### src/rtl/hmsp_pkg.sv
/*
  Constants and types shared by the host mode select and serial control port.
  Assumes a single 100 MHz system clock; all pins arrive asynchronously.
*/
`default_nettype none

package hmsp_pkg;

  // ----------------------------------------------------------------------
  // host interface modes, gray coded
  // ----------------------------------------------------------------------
  typedef enum logic [1:0] {
    MODE_PAR_A    = 2'h0,
    MODE_PAR_B    = 2'h1,
    MODE_TWO_WIRE = 2'h3,
    MODE_SPI      = 2'h2
  } hmsp_mode_t;

  // ----------------------------------------------------------------------
  // serial transaction phase, gray coded along address -> write / ignore
  // ----------------------------------------------------------------------
  typedef enum logic [1:0] {
    PH_ADDR   = 2'h0,
    PH_WRITE  = 2'h1,
    PH_READ   = 2'h3,
    PH_IGNORE = 2'h2
  } hmsp_phase_t;

  // ----------------------------------------------------------------------
  // byte framing and address bytes
  // ----------------------------------------------------------------------
  localparam int unsigned BYTE_W = 8;
  localparam logic [7:0] ADDR_WRITE = 8'h00;
  localparam logic [7:0] ADDR_READ = 8'h01;
  localparam logic [2:0] LAST_BIT = 3'h7;
  localparam logic [2:0] NEXT_TO_LAST_BIT = 3'h6;

  // ----------------------------------------------------------------------
  // pin vector layout for the input synchroniser
  // ----------------------------------------------------------------------
  localparam int unsigned PIN_W = 6;
  localparam int unsigned PIN_SCLK = 0;
  localparam int unsigned PIN_SEL_N = 1;
  localparam int unsigned PIN_DIN = 2;
  localparam int unsigned PIN_READ = 3;
  localparam int unsigned PIN_STORE = 4;
  localparam int unsigned PIN_STYLE = 5;

  // cycles after reset release before straps are trusted (sync depth + 1)
  localparam logic [1:0] STRAP_SETTLE = 2'h3;

endpackage

`default_nettype wire

### src/rtl/hmsp_host_port.sv
/*
  Host mode select and byte-oriented serial control slave port.
  Assumes: host is the serial master, its clock idles low and is far slower
  than clk_sys (at least four system clocks per clock phase); the attention
  line has an external pull-up; a core on clk_sys consumes and supplies bytes.
*/
// What this block does
// - mode strap pins are sampled as reset is released, choosing the host interface
// - 111 parallel A, 110 parallel B, 01x two-wire, 10x serial port
// - only one host mode is ever active; serial engine runs only in its mode
// - serial port uses select, clock, data in, data out and attention lines
// - write data accepted only after an address byte of 0x00
// - each received byte goes to the core on the eighth clock fall
// - a write may carry any number of bytes with the same framing
// - attention driven low while outgoing data is waiting and a read request is armed
// - read data offered only after an address byte of 0x01
// - read data changes on falling edges, valid on rising edges
// - attention rises at the second-to-last bit rise of the final byte
// - after rising, attention stays high at least to the next clock rise
// - attention output only pulls low, never drives high
// - attention stays high until the core reports a new read request
`timescale 1ns/100ps
`default_nettype none

module hmsp_host_port (
  input wire logic clk_sys,
  input wire logic arst_n,
  input wire logic readStrobePin,
  input wire logic storeStrobePin,
  input wire logic styleSelectPin,
  input wire logic portSelect_n,
  input wire logic serial_control_clock,
  input wire logic control_serial_in,
  output logic control_serial_out,
  output logic host_attention_n_out,
  output logic host_attention_n_oe,
  output logic [1:0] hostMode,
  output logic hostModeValid,
  output logic [7:0] rxData,
  output logic rxValid,
  input wire logic [7:0] txData,
  input wire logic txValid,
  output logic txReady,
  input wire logic readRequest
);

  // ----------------------------------------------------------------------
  // state record
  // ----------------------------------------------------------------------
  typedef struct packed {
    logic [hmsp_pkg::PIN_W-1:0] sync1;
    logic [hmsp_pkg::PIN_W-1:0] sync2;
    logic [hmsp_pkg::PIN_W-1:0] prev;
    logic [1:0] settle;
    logic modeValid;
    hmsp_pkg::hmsp_mode_t mode;
    hmsp_pkg::hmsp_phase_t phase;
    logic [2:0] bitCnt;
    logic [7:0] shIn;
    logic [7:0] shOut;
    logic dout;
    logic [7:0] rxData;
    logic rxValid;
    logic [7:0] txHold;
    logic holdFull;
    logic armed;
    logic attnLow;
    logic holdHigh;
    logic txFree;
  } hmsp_state_t;

  hmsp_state_t st_q;
  hmsp_state_t st_d;

  logic sclkRise;
  logic sclkFall;
  logic selActive;
  logic spiOn;
  logic [7:0] byteIn;
  hmsp_pkg::hmsp_mode_t strapMode;

  // ----------------------------------------------------------------------
  // edge detection works on synchronised copies only
  // ----------------------------------------------------------------------
  // prev is one more delay of sync2, so sync1 feeds nothing but sync2
  assign sclkRise = st_q.sync2[hmsp_pkg::PIN_SCLK] & ~st_q.prev[hmsp_pkg::PIN_SCLK];
  assign sclkFall = ~st_q.sync2[hmsp_pkg::PIN_SCLK] & st_q.prev[hmsp_pkg::PIN_SCLK];
  assign selActive = ~st_q.sync2[hmsp_pkg::PIN_SEL_N];
  assign spiOn = st_q.modeValid && (st_q.mode == hmsp_pkg::MODE_SPI);
  // byte as it stands after eight rises, before the falling edge is taken
  assign byteIn = st_q.shIn;

  // strap decode; an illegal 00x is read as two-wire since read low wins
  always_comb begin
    if (!st_q.sync2[hmsp_pkg::PIN_READ]) begin
      strapMode = hmsp_pkg::MODE_TWO_WIRE;
    end else if (!st_q.sync2[hmsp_pkg::PIN_STORE]) begin
      strapMode = hmsp_pkg::MODE_SPI;
    end else if (st_q.sync2[hmsp_pkg::PIN_STYLE]) begin
      strapMode = hmsp_pkg::MODE_PAR_A;
    end else begin
      strapMode = hmsp_pkg::MODE_PAR_B;
    end
  end

  // ----------------------------------------------------------------------
  // next state
  // ----------------------------------------------------------------------
  always_comb begin
    st_d = st_q;
    st_d.sync1 = {styleSelectPin, storeStrobePin, readStrobePin,
                  control_serial_in, portSelect_n, serial_control_clock};
    st_d.sync2 = st_q.sync1;
    st_d.prev = st_q.sync2;
    st_d.rxValid = 1'b0;

    // mode capture once, just after release, then frozen until reset
    if (!st_q.modeValid) begin
      if (st_q.settle == hmsp_pkg::STRAP_SETTLE) begin
        st_d.mode = strapMode;
        st_d.modeValid = 1'b1;
      end else begin
        st_d.settle = st_q.settle + 2'h1;
      end
    end

    // core hands over outgoing bytes through a single holding register
    if (txValid && !st_q.holdFull) begin
      st_d.txHold = txData;
      st_d.holdFull = 1'b1;
    end

    // a new read request message re-arms the attention line
    if (readRequest) begin
      st_d.armed = 1'b1;
    end

    // attention goes low only when armed and a byte waits; never inside the
    // hold-off after a release, so the host always sees a clean high level
    if (st_q.armed && st_q.holdFull && spiOn && !st_q.holdHigh) begin
      st_d.attnLow = 1'b1;
    end

    // the serial engine is alive only in its own mode
    if (!spiOn || !selActive) begin
      // select high ends the frame; any partial byte is dropped
      st_d.phase = hmsp_pkg::PH_ADDR;
      st_d.bitCnt = 3'h0;
      st_d.holdHigh = 1'b0;
    end else begin
      if (sclkRise) begin
        st_d.holdHigh = 1'b0;
        st_d.shIn = {st_q.shIn[6:0], st_q.sync2[hmsp_pkg::PIN_DIN]};
        // release attention at the second-to-last bit of the final byte
        if (st_q.phase == hmsp_pkg::PH_READ &&
            st_q.bitCnt == hmsp_pkg::NEXT_TO_LAST_BIT &&
            !st_q.holdFull && st_q.attnLow) begin
          st_d.attnLow = 1'b0;
          st_d.armed = readRequest;
          st_d.holdHigh = 1'b1;
        end
      end
      if (sclkFall) begin
        st_d.bitCnt = st_q.bitCnt + 3'h1;
        // outgoing bits move only on falling edges
        if (st_q.phase == hmsp_pkg::PH_READ) begin
          st_d.dout = st_q.shOut[6];
          st_d.shOut = {st_q.shOut[6:0], 1'b0};
        end
        if (st_q.bitCnt == hmsp_pkg::LAST_BIT) begin
          case (st_q.phase)
            hmsp_pkg::PH_ADDR: begin
              if (byteIn == hmsp_pkg::ADDR_WRITE) begin
                st_d.phase = hmsp_pkg::PH_WRITE;
              end else if (byteIn == hmsp_pkg::ADDR_READ) begin
                st_d.phase = hmsp_pkg::PH_READ;
              end else begin
                st_d.phase = hmsp_pkg::PH_IGNORE;
              end
            end
            hmsp_pkg::PH_WRITE: begin
              st_d.rxData = byteIn;
              st_d.rxValid = 1'b1;
            end
            default: begin
            end
          endcase
          // at a byte boundary of a read, load the next byte (or ones filler)
          if ((st_q.phase == hmsp_pkg::PH_ADDR && byteIn == hmsp_pkg::ADDR_READ) ||
              st_q.phase == hmsp_pkg::PH_READ) begin
            if (st_q.holdFull) begin
              st_d.dout = st_q.txHold[7];
              st_d.shOut = st_q.txHold;
              st_d.holdFull = 1'b0;
            end else begin
              st_d.dout = 1'b1;
              st_d.shOut = 8'hFF;
            end
          end
        end
      end
    end

    // registered so txReady leaves a flip-flop rather than an inverter
    st_d.txFree = !st_d.holdFull;
  end

  // ----------------------------------------------------------------------
  // registers
  // ----------------------------------------------------------------------
  // async reset loads constants only; straps are caught later by settle
  always_ff @(posedge clk_sys or negedge arst_n) begin
    if (!arst_n) begin
      st_q <= '0;
      st_q.mode <= hmsp_pkg::MODE_PAR_A;
      st_q.phase <= hmsp_pkg::PH_ADDR;
      st_q.dout <= 1'b1;
      st_q.txFree <= 1'b1;
    end else begin
      st_q <= st_d;
    end
  end

  // ----------------------------------------------------------------------
  // outputs, all from flip-flops except the constant-low attention drive
  // ----------------------------------------------------------------------
  // the attention pin only ever pulls low; the pull-up makes the high
  assign host_attention_n_out = 1'b0;
  assign host_attention_n_oe = st_q.attnLow;
  assign control_serial_out = st_q.dout;
  assign hostMode = st_q.mode;
  assign hostModeValid = st_q.modeValid;
  assign rxData = st_q.rxData;
  assign rxValid = st_q.rxValid;
  assign txReady = st_q.txFree;
endmodule

`default_nettype wire

### config.mk
export PLATFORM = sky130hd
export DESIGN_NAME = hmsp_host_port
export DESIGN_NICKNAME = d
export VERILOG_FILES = /design/src/rtl/hmsp_pkg.sv /design/src/rtl/hmsp_host_port.sv
export SDC_FILE = /design/constraint.sdc
export NUM_CORES = 1
export LEC_CHECK = 0
export BUFFER_PORTS_ARGS = -buffer_cell sky130_fd_sc_hd__buf_4
export CORE_ASPECT_RATIO = 1.5
export CORE_MARGIN = 2
export CORE_UTILIZATION = 56
export CTS_CLUSTER_SIZE = 28
export DETAILED_ROUTE_END_ITERATION = 12
export HOLD_SLACK_MARGIN = 0.1
export PLACE_DENSITY = 0.83
export SETUP_SLACK_MARGIN = 0.2
export SKIP_CTS_REPAIR_TIMING = 1
export SLEW_MARGIN = 5
export SYNTH_ARGS = -nofsm -noshare
export SYNTH_HDL_FRONTEND = slang
export SYNTH_SLANG_ARGS = --single-unit
export TNS_END_PERCENT = 1
### constraint.sdc
create_clock -name clk_sys -period 2.4 [get_ports clk_sys]
set_input_delay 0.36 -clock clk_sys [delete_from_list [all_inputs] [get_ports clk_sys]]
set_output_delay 0.36 -clock clk_sys [all_outputs]
set_load 0.05 [all_outputs]
Word-level counts from Yosys, hierarchy flattened:

Index checks and enable logic that the tools add are counted.

* register bits: 62
* input bits: 18
* output and inout bits: 16
* logic and storage cells: 91

* add/subtract/negate cells: 2
* eq/ne operators: 7
* mux-type cells: 29
* bitwise gates (word level): 7
* reductions and logical operators: 27

Operators with widths (count)
* $mux 9: 4
* $mux 18: 1
* $mux 3: 5
* $mux 1: 12
* $mux 2: 5
* $mux 5: 2
* $logic_and 1x1->1: 9
* $eq 8x1->1 const B: 1
* $logic_not 8->1: 1
* $reduce_and 2->1: 4
* $reduce_bool 2->1: 4
* $eq 2x2->1 const B: 3
* $eq 3x3->1 const B: 2
* $not 1->1: 5
* $logic_not 1->1: 4
* $reduce_and 4->1: 1
* $add 3x1->3 const B: 1
* $reduce_and 3->1: 1
* $add 2x1->2 const B: 1
* $and 1x1->1: 2
* $eq 2x1->1 const B: 1
* $logic_not 2->1: 1
* $logic_or 1x1->1: 2

Longest topological paths before layout:

Gate-level depths: netlist of run 1.

* depth in word-level cells: 9
* gate-level depth with buffers: 7

Least setup slack after synthesis of run 1:

OpenSTA, ideal clock, no wires.

* kind: register -> register
* start: register st_q (netlist bit hostModeValid)
* end: register st_q[1] (netlist name)
* arrival: 1.850 ns
* required time: 2.322 ns
* path slack: 0.472 ns
* stages on the path, launching flop included: 7
* cells stage by stage: dfrtp_1 -> nand4bb_1 -> buf_2 -> or3_1 -> buf_2 -> nor4b_4 -> o21bai_1

* longest elaborated chain between the ends: 4
* elaborated cells between the ends (all ways): 5

RTL lines
* start, declared: RTL line hmsp_host_port.sv:72 `hmsp_state_t st_q;`
* start signal, assigned: RTL line hmsp_host_port.sv:220 `st_q <= st_d;`
* $logic_and 1x1->1 *: RTL line hmsp_host_port.sv:89 `assign spiOn = st_q.modeValid && (st_q.mode == hmsp_pkg::MODE_SPI);`
* $logic_not 1->1 *: RTL line hmsp_host_port.sv:145 `if (!spiOn || !selActive) begin`
* $logic_or 1x1->1 *: RTL line hmsp_host_port.sv:145
* $mux 1 or $reduce_bool 2->1 (tied branches)

Mark *: on every way between the ends. The rest lies on a longest branch, timed or not.
A chain may end at the register's enable or synchronous reset.

Final worst setup path of run 1:

* start: register st_q[40] (netlist name)
* end: register st_q[27] (netlist name)

* longest elaborated chain between the ends: 2

RTL lines
* $eq 3x3->1: RTL line hmsp_host_port.sv:170 `if (st_q.bitCnt == hmsp_pkg::LAST_BIT) begin`
* $mux 18: RTL line hmsp_host_port.sv:170

Every way passes these cells.

==> results of run 1 <==
[critical path: cells and delay by family (launching register included)]
family / cells / cell delay [ns]
AOI/OAI and AO/OA: 2 / 0.51
and+or+nand+nor: 2 / 0.75
DFF: 1 / 0.37
adders and majority gates: 2 / 0.34
[flip-flops by register name, indices dropped and copies added, names as in the netlist]
| name | cells |
|---|---|
| st_q | 26 |
| st_d | 12 |
| byteIn | 8 |
| rxData | 8 |
| hostMode | 2 |
| control_serial_out | 1 |
| hostModeValid | 1 |
| host_attention_n_oe | 1 |
| rxValid | 1 |
| txReady | 1 |
[final timing paths]
path,startpoint,endpoint
worst max-delay path,st_q[40]$_DFFE_PN0P_,st_q[27]$_DFFE_PN0P_
worst min-delay path,arst_n,st_q[3]$_DFF_PN0_
worst max register to register,st_q[40]$_DFFE_PN0P_,st_q[27]$_DFFE_PN0P_
worst min register to register,st_d[60]$_DFF_PN0_,st_d[54]$_DFF_PN0_
max in group asynchronous,arst_n,st_q[6]$_DFFE_PN0P_
min in group clk_sys,control_serial_in,st_d[57]$_DFF_PN0_
[cell type report]
type                    instances  share of cell area
flip-flops and latches         61               0.527
inverters                      21              0.0272
clock inverters                 4              0.0164
repair buffers                 36              0.0932
well taps                      46              0.0199
clock buffers                  12              0.0501
multi-input cells              95               0.266
[per-layer routing]
metal  GRT usage  wire [um]  share of wire
met5           0          0              0
met4       0.108         95          0.023
met3      0.0747        220          0.054
met2       0.310       2150           0.53
met1       0.214       1610           0.39
[cells in the mapped netlist]
cell	number
o21ai_0	9
nand2_1	7
or4bb_1	1
dfstp_2	2
o2bb2ai_1	1
mux2_2	15
nor2_4	1
dfrtp_1	59
nor2b_1	2
a31oi_1	3
o21bai_1	2
o21ai_2	1
buf_4	11
ha_1	4
nor4b_4	1
nand4bb_1	1
mux2i_1	1
nand2b_1	2
and3b_1	1
conb_1	1
or3_1	3
mux2_1	3
xor2_1	1
or2_1	1
a222oi_1	7
xnor2_1	1
buf_2	4
inv_1	21
nor3_4	1
nand3_1	1
clkbuf_1	3
nor2_1	14
and3_1	1
o211a_1	1
nor4b_1	1
and2_1	1
or4_4	1
and4b_1	2
a21oi_1	3
[stage by stage]
step                hold WS [ns]  std cells
CTS                        0.105        273
floorplan                 0.0644        195
global route               0.110        275
global placement           0.331        257
finish                    0.0866        275
detailed placement         0.336        257
[power by group through the flow]
stage	logic (mW)	registers (mW)	clock network [mW]
6_report	0.142	1.10	0.876
5_1_grt	0.161	1.11	0.936
4_1_cts	0.145	1.10	0.899
3_5_place_dp	0.142	1.12	0
3_3_place_gp	0.138	1.12	0
2_1_floorplan	0.0897	1.11	0
[logic make-up after synthesis]
logic type      after synthesis
flops                        61
simple gates                 42
buf+inv                      39
compound gates               27
mux                          19
fa+ha+maj                     4
xor+xnor                      2
other cells                   1
==> results by group, run 1 <==
Power
  • Net Switching: 0.476 mW
  • Pwr/cell area: 731 nW/um^2
  • Sw Share: 0.224
  • Cell Int Power: 1.64 mW
  • Clk pwr share: 0.413
  • Worst VDD drop: 0.654 mV
  • P_leak: 1.39 nW
  • Seq pwr share: 0.520
  • Combinational share of power: 0.067
  • Overall power: 2.12 mW

Clock tree
  • Clock Pin Slew Worst Setup and Hold Paths: 0.07 ns
  • Clock root buffer: clkbuf_8
  • CTS tree: built
  • Clock sink count: 61
  • H-tree depth: 3
  • Clk_lat worst skew: 0.34 ns
  • Num CTS Buffers: 9
  • Max Buffers Root-to-Sink: 2

Synthesis
  • Compound-Gate Fraction of Synth Area: 0.0776
  • Avg Cell Area, Syn: 12.6 um^2
  • Synth Area in XOR/XNOR: 0.00710
  • Yosys top cell by area: dfrtp_1
  • Ranking of synthesized cells by area: dfrtp_1 60%, mux2_2 6.8%, buf_4 3.3%
  • Yosys Warn Count: 0
  • Adder-Cell Fraction of Synth Area: 0.0203
  • Syn_nets: 217
  • Synth Cell Area: 2470 um^2
  • Sequential fraction of the synthesis area: 0.620
  • Synth top area share: 0.599
  • Mux cell area share after synthesis: 0.0863
  • Largest family of logic cells by synthesized area: simple AND/OR/NAND/NOR gates
  • Netlist cell types: 39
  • Simple-Gate Fraction of Synth Area: 0.109
  • Cell count after synthesis: 195
  • Register bit total from synthesis: 61

Placed design
  • Placed instance area: 2670 um^2
  • RePlAce Congestion: 0.795
  • Port bufs: 32
  • Detailed Place HPWL: 2.68 mm
  • Dpl ws: 0.309 ns

Route
  • Vias per cell: 5.49
  • WL final: 4.08 mm
  • Residual DRC count: 0
  • Routed Antenna Nets: 0
  • Vias: 1509
  • DR iter-0 viols: 64
  • Routed len/inst: 14.8 um
  • Drt first pass iters: 4

Timing
  • Pins over their slew limit: 0
  • FMAX: 479 MHz
  • Slew @ Worst Pin: 0.726 ns
  • Rel. slew slack: 0.516
  • Tcrit/Tclk final: 0.869
  • Final-report hold violation count: 0
  • Clock period minus worst slack: 2.09 ns
  • Setup-failing EPs final: 0
  • Final TNS setup: 0 ns
  • RSZ-0062 raised after global routing: true
  • Final WS setup: 0.314 ns
  • Skew final: 0.00582 ns

Worst setup path
  • Worst Path Max Fanout: 8
  • Worst EP required: 2.62 ns
  • Reg2reg setup slack: 0.31 ns
  • Worst-path cell chain: ha_2 -> ha_4 -> or4bb_4 -> nor3_4 -> o21ai_4 -> a222oi_1
  • Arr. time, crit path: 2.31 ns
  • CP Launch Type: register
  • Setup CP Type: reg2reg
  • CP peak stage delay: 0.47 ns
  • Crit-path slowest cell: or4bb_4
  • Register-to-Register Path Depth: 6
  • Worst Setup End Kind: register

Finish
  • Commonest non-fill, non-tap cell in the layout: dfrtp_1
  • Commonest non-fill, non-tap cells in the layout: 59 x dfrtp_1, 36 x buf_4, 21 x inv_1, 15 x mux2_2, 14 x nor2_1
  • FILL cells: 331
  • Final core utilization: 0.683
  • Layout cells sized above 1: 0.332
  • Area Overhead vs Synth: 17.6%
  • Storage cell area: 1530 um^2
  • Area occupied by multi-input gates: 771 um^2
  • Ant diodes: 0
  • Design area: 2900 um^2
  • Nets: 246

GRT
  • Gr usage total: 0.192
  • Final global-route overflow total: 0
  • Vias in the first global route: 1534
  • First-pass GRT wire length: 6.90 mm
  • Initial antenna violation count: 0
  • Largest net degree at the start of global routing: 62

Outcome
  • Outcome: complete, no violations

Floorplanning
  • Number of I/O pins: 34
  • Total die area: 4960 um^2
  • Core area: 4250 um^2
  • # rows: 29
  • Die width: 58.2 um
  • Die Span Y: 85.3 um
  • Initial core utilization: 0.581

Worst hold path
  • Worst Hold Class: in2async

Flow run
  • # Max-Cap Violations: 0
Note: power is estimated with default switching activity, not from simulation.
==> run 2, diff against run 1 <==
Settings changed: CORE_MARGIN 2 to 1.5.
==> results by group, run 2 (synthesis results as in run 1) <==
Floorplanning
  • Total die area: 4820 um^2 (was 4960 um^2)
  • # rows: 29 (unchanged)
  • Core area: 4250 um^2 (unchanged)
  • Initial core utilization: 0.581 (unchanged)
  • Die Span Y: 84.3 um (was 85.3 um)
  • Die width: 57.2 um (was 58.2 um)
  • Number of I/O pins: 34 (unchanged)

Route
  • Routed len/inst: 14.7 um (was 14.8 um)
  • DR iter-0 viols: 49 (was 64)
  • Routed Antenna Nets: 0 (unchanged)
  • Residual DRC count: 0 (unchanged)
  • WL final: 4.01 mm (was 4.08 mm)
  • Drt first pass iters: 4 (unchanged)
  • Met3 routed WL: 201 um (was 220 um)
  • Met2 wire length: 2.19 mm (was 2.15 mm)
  • Wl on met1: 1.53 mm (was 1.61 mm)
  • Top layer in use: met4 (unchanged)
  • Vias per cell: 5.51 (was 5.49)
  • Vias: 1498 (was 1509)

Timing
  • Skew final: 0.00491 ns (was 0.00582 ns)
  • Clock period minus worst slack: 2.12 ns (was 2.09 ns)
  • Tcrit/Tclk final: 0.884 (was 0.869)
  • Pins over their slew limit: 0 (unchanged)
  • Final WS setup: 0.279 ns (was 0.314 ns)
  • Hold slack: 0.0837 ns (was 0.0866 ns)
  • FMAX: 472 MHz (was 479 MHz)
  • Final-report hold violation count: 0 (unchanged)
  • Final TNS setup: 0 ns (unchanged)
  • RSZ-0062 raised after global routing: true (unchanged)
  • Setup-failing EPs final: 0 (unchanged)
  • Slew @ Worst Pin: 0.736 ns (was 0.726 ns)
  • Rel. slew slack: 0.509 (was 0.516)

Placed design
  • Detailed Place HPWL: 2.69 mm (was 2.68 mm)
  • Port bufs: 32 (unchanged)
  • Dpl cells: 256 (was 257)
  • RePlAce Congestion: 0.785 (was 0.795)
  • Dpl ws: 0.283 ns (was 0.309 ns)

Worst setup path
  • Launching point of the worst reg2reg path: st_q[40]$_DFFE_PN0P_ (unchanged)
  • Arr. time, crit path: 2.33 ns (was 2.31 ns)
  • Worst Path Max Fanout: 8 (unchanged)
  • Reg2reg end: st_q[26]$_DFFE_PN0P_ (was st_q[27]$_DFFE_PN0P_)
  • Reg2reg setup slack: 0.28 ns (was 0.31 ns)
  • Worst Setup End Kind: register (unchanged)
  • CP Launch Type: register (unchanged)
  • Setup CP Type: reg2reg (unchanged)
  • Worst EP required: 2.61 ns (was 2.62 ns)
  • Register-to-Register Path Depth: 6 (unchanged)

Flow run
  • # Max-Cap Violations: 0 (unchanged)

Power
  • Pwr/cell area: 782 nW/um^2 (was 731 nW/um^2)
  • Worst VDD drop: 0.755 mV (was 0.654 mV)
  • P_leak: 1.40 nW (was 1.39 nW)

Clock tree
  • Clock root buffer: clkbuf_8 (unchanged)
  • CTS tree: built (unchanged)
  • Clock sink count: 61 (unchanged)
  • Num CTS Buffers: 9 (unchanged)
  • Clock Pin Slew Worst Setup and Hold Paths: 0.06 ns (was 0.07 ns)
  • Clk_lat worst skew: 0.34 ns (about the same)
  • H-tree depth: 3 (unchanged)
  • Max Buffers Root-to-Sink: 2 (unchanged)

GRT
  • Vias in the first global route: 1580 (was 1534)
  • Final global-route overflow total: 0 (unchanged)
  • First-pass GRT wire length: 6.91 mm (was 6.90 mm)
  • Largest net degree at the start of global routing: 62 (unchanged)
  • Initial antenna violation count: 0 (unchanged)
  • Gr usage total: 0.193 (was 0.192)

Outcome
  • Outcome: complete, no violations (unchanged)

Finish
  • Largest Register: st_q (unchanged)
  • Commonest non-fill, non-tap cells in the layout: 59 x dfrtp_1, 33 x buf_4, 21 x inv_1, 15 x mux2_2, 14 x nor2_1 (was 59 x dfrtp_1, 36 x buf_4, 21 x inv_1, 15 x mux2_2, 14 x nor2_1)
  • Commonest non-fill, non-tap cell in the layout: dfrtp_1 (unchanged)
  • Area Overhead vs Synth: 17.1% (was 17.6%)
  • Layout cells sized above 1: 0.310 (was 0.332)
  • Nets: 243 (was 246)
  • Post-route non-filler standard cell count: 272 (was 275)
  • Ant diodes: 0 (unchanged)
  • Largest register FFs: 26 (unchanged)

Worst hold path
  • Worst Hold Class: in2async (unchanged)
-- run 2: changes by cell type in the layout (fill, tap and decap cells not counted), sizes merged --
cell	before	now
buf	36	33
bufinv	1	2
clkbuf	12	13
clkinv	2	0
-- run 2: worst max-delay path by stage --
stage	start	slack, ns	end	cells past startpoint
after floorplan	hostModeValid$_DFF_PN0_	0.47	st_q[1]$_DFFE_PN0P_	6
after global placement	hostMode[0]$_DFFE_PN0P_	0.36	st_q[1]$_DFFE_PN0P_	4
after detailed placement	st_q[40]$_DFFE_PN0P_	0.28	st_q[26]$_DFFE_PN0P_	6
after CTS	st_q[40]$_DFFE_PN0P_	0.27	st_q[26]$_DFFE_PN0P_	6
after global routing	st_q[40]$_DFFE_PN0P_	0.15	st_q[26]$_DFFE_PN0P_	6
final	st_q[40]$_DFFE_PN0P_	0.28	st_q[26]$_DFFE_PN0P_	6
-- run 2: worst max-delay path, cell delays in order, from the launching register on --
cell,delay (ns)
dfrtp_1,0.37
ha_1,0.16
ha_1,0.21
or4bb_1,0.54
nor3_4,0.18
o21ai_2,0.15
a222oi_1,0.40
-- run 2: power by group --
part,total [mW],switching (mW),internal (mW),leakage [nW]
clock,1.02,0.374,0.642,0.110
sequential,1.10,0.0285,1.07,0.756
combinational,0.139,0.0755,0.0638,0.530
total,2.26,0.478,1.78,1.40
-- run 2: cell type report --
class,count,area (um^2)
Tap cell,46,57.6
Inverter,21,78.8
Clock inverter,3,67.6
Clock buffer,13,159
Fill cell,325,1360
Sequential cell,61,1530
Timing Repair Buffer,33,248
Multi-Input combinational cell,95,749
-- run 2: metal layers --
layer	global-route usage	vias up
li1	-	700
met1	0.213	746
met2	0.318	42
met3	0.0693	10
met4	0.110	0
met5	0	-
-- run 2: per-stage QoR --
step	utilization	area, um^2	total power [mW]
6_report	0.681	2890	2.26
5_1_grt	0.681	2890	2.34
4_1_cts	0.679	2880	2.29
3_5_place_dp	0.626	2660	1.26
3_3_place_gp	0.626	2660	1.26
2_1_floorplan	-	2470	1.20
